`config.mk`:
```
export PLATFORM = sky130hd
export DESIGN_NAME = csr_supervisor
export DESIGN_NICKNAME = d
export VERILOG_FILES = /design/src/verilog/csr_pkg.sv /design/src/verilog/csr_supervisor.sv
export SDC_FILE = /design/constraint.sdc
export NUM_CORES = 1
export LEC_CHECK = 0
export ABC_AREA = 1
export BUFFER_PORTS_ARGS = -buffer_cell sky130_fd_sc_hd__buf_2
export CORE_MARGIN = 10
export CORE_UTILIZATION = 50
export CTS_CLUSTER_SIZE = 8
export DETAILED_ROUTE_END_ITERATION = 7
export PLACE_DENSITY = 0.68
export SYNTH_ARGS = -nofsm -noshare
export SYNTH_HDL_FRONTEND = slang
export SYNTH_SLANG_ARGS = --single-unit
```
`constraint.sdc`:
```
create_clock -name clk_i -period 2.5 [get_ports clk_i]
set_input_delay 0.625 -clock clk_i [delete_from_list [all_inputs] [get_ports clk_i]]
set_output_delay 0.625 -clock clk_i [all_outputs]
set_load 0.1 [all_outputs]
```
`src/verilog/csr_pkg.sv`:
```
// package: timing constants, state enum and carrier structs for supervisor
package csr_pkg;
   localparam int unsigned CLK_HZ = 50000000;
   localparam int unsigned NS_PER_S = 1000000000;
   // times in their own units, as printed
   localparam int unsigned RESET_HOLD_MS = 250;
   localparam int unsigned WDOG_SHORT_MS = 150;
   localparam int unsigned WDOG_MID_MS = 600;
   localparam int unsigned WDOG_LONG_MS = 1200;
   localparam int unsigned PB_IGNORE_MS = 1;
   localparam int unsigned PB_DELAY_MS = 4;
   localparam int unsigned SUPPLY_FALL_NS = 100;
   localparam int unsigned CYC_PER_MS = CLK_HZ / 1000;
   // least times are whole multiples of CYC_PER_MS, which rounds down; longest times round down, never below one cycle
   localparam int unsigned RESET_HOLD_CYC = RESET_HOLD_MS * CYC_PER_MS;
   localparam int unsigned WDOG_SHORT_CYC = WDOG_SHORT_MS * CYC_PER_MS;
   localparam int unsigned WDOG_MID_CYC = WDOG_MID_MS * CYC_PER_MS;
   localparam int unsigned WDOG_LONG_CYC = WDOG_LONG_MS * CYC_PER_MS;
   localparam int unsigned PB_DELAY_CYC = PB_DELAY_MS * CYC_PER_MS;
   localparam int unsigned SUPPLY_FALL_CYC_RAW =
      SUPPLY_FALL_NS / (NS_PER_S / CLK_HZ);
   localparam int unsigned SUPPLY_FALL_CYC =
      (SUPPLY_FALL_CYC_RAW < 1) ? 1 : SUPPLY_FALL_CYC_RAW;
   localparam int unsigned CNT_W = 27;
   // timeout select codes of the three-level pin
   localparam logic [1:0] TSEL_GND = 2'h0;
   localparam logic [1:0] TSEL_OPEN = 2'h1;
   localparam logic [1:0] TSEL_VCC = 2'h2;
   localparam logic RST_ACTIVE_RESET = 1'h1;

   typedef enum logic [2:0] {
      CSR_HOLD = 3'h1,
      CSR_RUN = 3'h2,
      CSR_ASSERT = 3'h4
   } csr_state_e;

   // synchronised pin inputs
   typedef struct packed {
      logic supply_ok;
      logic strobe_n;
      logic manual_n;
   } csr_pins_s;

   // complementary reset pair
   typedef struct packed {
      logic reset;
      logic reset_n;
   } csr_reset_s;
endpackage

```
`src/verilog/csr_supervisor.sv`:
```
// processor supervisor: supply, watchdog and manual reset sequencing
////////////////////////////////////////////////////////////////////////////
module csr_supervisor #(
   parameter int unsigned HOLD_CYC = csr_pkg::RESET_HOLD_CYC,
   parameter int unsigned WD_SHORT_CYC = csr_pkg::WDOG_SHORT_CYC,
   parameter int unsigned WD_MID_CYC = csr_pkg::WDOG_MID_CYC,
   parameter int unsigned WD_LONG_CYC = csr_pkg::WDOG_LONG_CYC,
   parameter int unsigned PB_CYC = csr_pkg::PB_DELAY_CYC
) (
   input wire logic clk_i,
   input wire logic rst_n_i,
   input wire logic supply_ok_i,
   input wire logic tolerance_select_i,
   input wire logic [1:0] timeout_select_i,
   input wire logic watchdog_strobe_n_i,
   input wire logic manual_override_n_i,
   output logic trip_level_low_o,
   output logic reset_o,
   output logic reset_n_o
);
   ////////////////////////////////////////////////////////////////////////
   // synchronisers; stage one feeds only stage two
   csr_pkg::csr_pins_s sync1_q, sync2_q, sync1_d;
   logic strobe_prev_q;
   logic [1:0] tsel_meta_q, tsel_q;
   always_comb begin
      sync1_d.supply_ok = supply_ok_i;
      sync1_d.strobe_n = watchdog_strobe_n_i;
      sync1_d.manual_n = manual_override_n_i;
   end
   always_ff @(posedge clk_i or negedge rst_n_i) begin
      if (!rst_n_i) begin
         // power-up counts as supply low; strobe and override idle high
         sync1_q <= 3'h3;
         sync2_q <= 3'h3;
         strobe_prev_q <= 1'h1;
         tsel_meta_q <= csr_pkg::TSEL_GND;
         tsel_q <= csr_pkg::TSEL_GND;
      end else begin
         sync1_q <= sync1_d;
         sync2_q <= sync1_q;
         strobe_prev_q <= sync2_q.strobe_n;
         tsel_meta_q <= timeout_select_i;
         tsel_q <= tsel_meta_q;
      end
   end
   // comparator threshold steered by the pin; high selects the lower trip
   assign trip_level_low_o = tolerance_select_i;

   ////////////////////////////////////////////////////////////////////////
   // debounce: low must persist PB_CYC before it counts
   logic [csr_pkg::CNT_W-1:0] pb_cnt_q, pb_cnt_d;
   logic pb_active_q, pb_active_d;
   always_comb begin
      pb_cnt_d = '0;
      pb_active_d = 1'h0;
      if (!sync2_q.manual_n) begin
         pb_active_d = pb_active_q;
         pb_cnt_d = pb_cnt_q;
         if (pb_cnt_q >= csr_pkg::CNT_W'(PB_CYC - 1))
            pb_active_d = 1'h1;
         else
            pb_cnt_d = pb_cnt_q + 1'h1;
      end
   end
   always_ff @(posedge clk_i or negedge rst_n_i) begin
      if (!rst_n_i) begin
         pb_cnt_q <= '0;
         pb_active_q <= 1'h0;
      end else begin
         pb_cnt_q <= pb_cnt_d;
         pb_active_q <= pb_active_d;
      end
   end

   ////////////////////////////////////////////////////////////////////////
   // reset sequencer
   csr_pkg::csr_state_e state_q, state_d;
   logic [csr_pkg::CNT_W-1:0] cnt_q, cnt_d, wd_limit;
   logic strobe_fall, cause, wd_expired;
   assign strobe_fall = strobe_prev_q & ~sync2_q.strobe_n;
   always_comb begin
      case (tsel_q)
         csr_pkg::TSEL_GND: wd_limit = csr_pkg::CNT_W'(WD_SHORT_CYC - 1);
         csr_pkg::TSEL_OPEN: wd_limit = csr_pkg::CNT_W'(WD_MID_CYC - 1);
         default: wd_limit = csr_pkg::CNT_W'(WD_LONG_CYC - 1);
      endcase
   end
   assign cause = ~sync2_q.supply_ok | pb_active_q;
   assign wd_expired = (state_q == csr_pkg::CSR_RUN) && (cnt_q >= wd_limit);
   always_comb begin
      state_d = state_q;
      cnt_d = cnt_q;
      case (state_q)
         csr_pkg::CSR_HOLD: begin
            if (cause) begin
               cnt_d = '0;
            end else if (cnt_q >= csr_pkg::CNT_W'(HOLD_CYC - 1)) begin
               state_d = csr_pkg::CSR_RUN;
               cnt_d = '0;
            end else begin
               cnt_d = cnt_q + 1'h1;
            end
         end
         csr_pkg::CSR_RUN: begin
            if (cause) begin
               state_d = csr_pkg::CSR_HOLD;
               cnt_d = '0;
            end else if (wd_expired) begin
               state_d = csr_pkg::CSR_HOLD;
               cnt_d = '0;
            end else if (strobe_fall) begin
               cnt_d = '0;
            end else begin
               cnt_d = cnt_q + 1'h1;
            end
         end
         default: begin
            state_d = csr_pkg::CSR_HOLD;
            cnt_d = '0;
         end
      endcase
   end
   always_ff @(posedge clk_i or negedge rst_n_i) begin
      if (!rst_n_i) begin
         state_q <= csr_pkg::CSR_HOLD;
         cnt_q <= '0;
      end else begin
         state_q <= state_d;
         cnt_q <= cnt_d;
      end
   end

   ////////////////////////////////////////////////////////////////////////
   // outputs from the state register only: supply loss takes three
   // clocks through the synchroniser, inside the 100 ns bound, and a
   // glitch too short to catch cannot make a pulse below the hold time
   csr_pkg::csr_reset_s rst_out;
   always_comb begin
      rst_out.reset = (state_q != csr_pkg::CSR_RUN);
      rst_out.reset_n = ~rst_out.reset;
   end
   assign reset_o = rst_out.reset;
   assign reset_n_o = rst_out.reset_n;

   ////////////////////////////////////////////////////////////////////////
   // assertions
   // run lengths for the length checks; far cheaper than deep $past
   int unsigned low_run_q, man_low_q;
   always_ff @(posedge clk_i or negedge rst_n_i) begin
      if (!rst_n_i) low_run_q <= 0;
      else if (reset_o) low_run_q <= low_run_q + 1;
      else low_run_q <= 0;
   end
   always_ff @(posedge clk_i or negedge rst_n_i) begin
      if (!rst_n_i) man_low_q <= 0;
      else if (!sync2_q.manual_n) man_low_q <= man_low_q + 1;
      else man_low_q <= 0;
   end
   complement_pair_a: assert property (
      @(posedge clk_i) disable iff (!rst_n_i)
      reset_o != reset_n_o) else $error("reset pair not complementary");
   supply_fast_a: assert property (
      @(posedge clk_i) disable iff (!rst_n_i)
      !supply_ok_i |-> ##3 reset_o) else $error("supply low without reset");
   min_pulse_a: assert property (
      @(posedge clk_i) disable iff (!rst_n_i)
      $fell(reset_o) |-> low_run_q >= HOLD_CYC)
      else $error("reset pulse too short");
   supply_hold_a: assert property (
      @(posedge clk_i) disable iff (!rst_n_i)
      !sync2_q.supply_ok |=> reset_o [*2])
      else $error("released during supply low");
   manual_hold_a: assert property (
      @(posedge clk_i) disable iff (!rst_n_i)
      pb_active_q |=> reset_o) else $error("manual reset not held");
   strobe_restart_a: assert property (
      @(posedge clk_i) disable iff (!rst_n_i)
      (state_q == csr_pkg::CSR_RUN && strobe_fall && !cause && !wd_expired)
      |=> cnt_q == 0) else $error("strobe did not restart");
   wd_idle_a: assert property (
      @(posedge clk_i) disable iff (!rst_n_i)
      wd_expired && !cause |=> reset_o && cnt_q == 0)
      else $error("watchdog expiry missed");
   no_count_a: assert property (
      @(posedge clk_i) disable iff (!rst_n_i)
      (state_q == csr_pkg::CSR_HOLD && cause) |=> cnt_q == 0)
      else $error("hold timer ran with cause");
   debounce_a: assert property (
      @(posedge clk_i) disable iff (!rst_n_i)
      sync2_q.manual_n |=> !pb_active_q)
      else $error("debounce kept stale press");
   debounce_min_a: assert property (
      @(posedge clk_i) disable iff (!rst_n_i)
      $rose(pb_active_q) |-> man_low_q >= PB_CYC)
      else $error("press taken before debounce delay");
   cause_hold_a: assert property (
      @(posedge clk_i) disable iff (!rst_n_i)
      cause |=> reset_o) else $error("reset released with a cause");
   strobe_rise_a: assert property (
      @(posedge clk_i) disable iff (!rst_n_i)
      (state_q == csr_pkg::CSR_RUN && !cause && !wd_expired && !strobe_fall)
      |=> cnt_q == $past(cnt_q) + 1'h1)
      else $error("watchdog restarted without a fall");
   wd_fresh_a: assert property (
      @(posedge clk_i) disable iff (!rst_n_i)
      $fell(reset_o) |-> cnt_q == 0)
      else $error("watchdog counted during reset");
   release_c: cover property (@(posedge clk_i) disable iff (!rst_n_i)
      $fell(reset_o));
   wd_c: cover property (@(posedge clk_i) disable iff (!rst_n_i) wd_expired);
   pb_c: cover property (@(posedge clk_i) disable iff (!rst_n_i)
      $rose(pb_active_q));
   strobe_c: cover property (@(posedge clk_i) disable iff (!rst_n_i)
      state_q == csr_pkg::CSR_RUN && strobe_fall);
   supply_c: cover property (@(posedge clk_i) disable iff (!rst_n_i)
      $fell(sync2_q.supply_ok));
endmodule

```
==> qor.txt <==
Post-synth ARST share - 100%
Final Skew - 0.0108 ns
Total CTS buffers - 9
Synth cell types - 40
Final worst-path cycle share - 91.1%
Worst-margin pin slew - 0.601 ns
CTS Sinks - 68
Status - finished, final reports clean
Yosys reg bits - 68
Final Routed Wirelength - 9170 µm
Delay-heaviest family, CP - simple AND/OR/NAND/NOR gates
CTS root buffer - clkbuf_8
# setup viols final - 0
RePlAce Congestion - 0.933
Vias - 3466
Row Count - 32
Final #Nets - 567
Critical-path cell list - inv_4 > nand2_2 > ha_1 > nand2_1 > nor2_1 > nand3_1 > nor2_1 > nand2_1 > a21oi_1 > nor2_2 > nand3_1 > nand2_4 > nand2_4 > nor2_1
Number of remaining DRC errors - 0
Post-synth top area share - 38.9%
# diodes - 0
CP required - 2.73 ns
Synth Instances - 530
Syn nets - 549
Most common cell in the synthesized netlist - nand2_1
Main combinational cell family by area after synthesis - simple AND/OR/NAND/NOR gates
Final HPWL DP - 6530 µm
Largest net degree at the start of global routing - 69
Initial DRC count - 147
Post-synthesis simple-gate area fraction - 35.0%
WS Path Type - flop to flop
Post-route design area - 4420 µm²
Dominant cell type by area after synthesis - dfrtp_1
Die height - 109 µm
RSZ-0062 raised after global routing - false
Rel. slew slack - 59.8%
EDFF count, synth - 0
Synth top cells by count - nand2_1, inv_1, nor2_1, dfrtp_1, nand3_1
Mean area per synthesized cell - 7.52 µm²
Detailed-route wire length per cell - 14.0 µm
Reg clk slew, reported paths - 0.07 ns
Most used flip-flop cell after synthesis - dfrtp_1
Synth area leaders - dfrtp_1, nand2_1, inv_1
Post-synthesis xor/xnor area fraction - 3.08%
Crit path buffers/inverters - 1
Vias in the first global route - 3256
Buffers on Ports - 8
Initial Util - 51.6%
Max Fclk - 439 MHz
Register area share after synthesis - 42.9%
First-pass DRT Iterations - 4
Synth Area in Adders - 3.45%
Setup crit end kind - flop
Via density per instance - 5.29
Post-route setup TNS - 0 ns
Placed Area - 4170 µm²
Die X - 109 µm
Worst path most repeated cell - nor2_1
Post-route ant nets - 0
CTS tree - built
CTS H-Tree Depth - 3
Slowest stage cell on the critical path - dfrtp_2
Crit path launch - tsel_q[1]
Max Buffers Root-to-Sink - 2
Post-synthesis compound-gate area fraction - 7.25%
CP arrival - 2.51 ns
Setup crit start kind - flop
Yosys warns - 0
Cell Pwr Density - 479 nW/µm²
Lkg Pwr - 1.99 nW
Clock latency on the worst-skew pair - 0.35 ns
Grt ovf - 0
Share of cells above drive strength 1 - 14.3%
Die area - 11900 µm²
GR Util All Layers - 15.8%
HP Class - primary input to async pin
Max VDD drop - 265 µV
Maxcap violations - 0
Area grow syn2layout - 10.9%
Number of fill cells - 717
Core area - 7730 µm²
Final hold violation count - 0
Mapped cell area - 3990 µm²
Delay of the slowest cell on the worst path - 0.45 ns
Critical Path Fanout Max - 7
Layout Utilization - 57.2%
Min Clock Period, post-route - 2.28 ns
Slew Viols, Final - 0
Pwr Total - 2.11 mW
Mux cell area share after synthesis - 0%
Number of top-level pins - 11
Antenna violations before repair - 0
First-pass GRT wire length - 15200 µm
Reg2reg start - tsel_q[1]
## layer usage
metal	GRT usage (%)	wire length, µm	up-vias
li1	-	-	1750
met1	19.4	3990	1619
met2	27.7	4650	86
met3	2.42	431	11
met4	5.39	101	0
met5	0	0	-
## power breakdown
group / total (mW) / leakage (nW) / switching (mW) / internal [mW]
clock network: 0.876 / 0.0971 / 0.418 / 0.458
logic: 0.105 / 0.980 / 0.0755 / 0.0298
registers: 1.13 / 0.910 / 0.0131 / 1.12
total: 2.11 / 1.99 / 0.507 / 1.61
## registers in the layout, indices dropped and copies added (netlist names)
name,flops
state_q,2
sync2_q,3
pb_active_q,1
sync1_q,3
tsel_meta_q,2
pb_cnt_q,27
tsel_q,2
cnt_q,27
strobe_prev_q,1
## path summary, 6_finish.rpt
| kind | endpoint | slack (ns) | cells after the start |
|---|---|---|---|
| min in group clk_i | sync2_q[0] | 0.35 | 0 |
| min | pb_cnt_q[2] | 0.28 | 2 |
| max | cnt_q[1] | 0.22 | 14 |
| max reg2reg | cnt_q[1] | 0.22 | 14 |
| max in group asynchronous | state_q[0] | 1.87 | 2 |
| min reg2reg | sync2_q[0] | 0.35 | 0 |
## cells by family after synthesis
logic type,Yosys count
adders and majority gates,11
buffers and inverters,83
DFF,68
xor gates and xnor gates,14
AOI/OAI and AO/OA,52
and+or+nand+nor,302
## placed cells by master, fill, tap and decap left out, types with 3 or more instances in the layout
cell type / synthesis / routed
nor3_1: 16 / 16
nor2_2: 24 / 24
nor2_1: 69 / 69
clkinv_2: 0 / 3
nor4_1: 6 / 6
a21oi_1: 15 / 15
or2_2: 3 / 3
buf_2: 2 / 8
o21ai_0: 26 / 26
xnor2_1: 3 / 3
buf_4: 1 / 5
nand2_8: 0 / 3
dfrtp_1: 62 / 61
nand2_4: 2 / 3
nand4_1: 13 / 13
nand3_1: 46 / 46
ha_1: 11 / 10
nand2_1: 110 / 110
inv_1: 72 / 71
xor2_1: 11 / 11
dfstp_2: 6 / 6
clkbuf_8: 0 / 9
## per-stage QoR
stage	instances	worst slack (ns)	hold WS (ns)
final	655	0.223	0.284
after global routing	655	0.00954	0.306
after CTS	653	0.129	0.308
after detailed placement	637	0.141	0.349
after global placement	637	0.228	0.332
after floorplan	530	0.0831	0.329
## timing repair
item | CTS | global route
gates resized for setup | 0 | 7
hold buffers | 0 | 0
buffers inserted | 0 | 0
setup endpoints to repair | 0 | 27
## cell type report
type                    count  area, µm²  area share (%)
clock buffers              11        131            2.97
clock inverters             5       53.8            1.22
inverters                  74        284            6.43
multi-input cells         381       2010            45.6
flip-flops and latches     68       1710            38.7
well taps                 102        128            2.89
repair buffers             14       97.6            2.21
(Power assumes the default switching activity.)
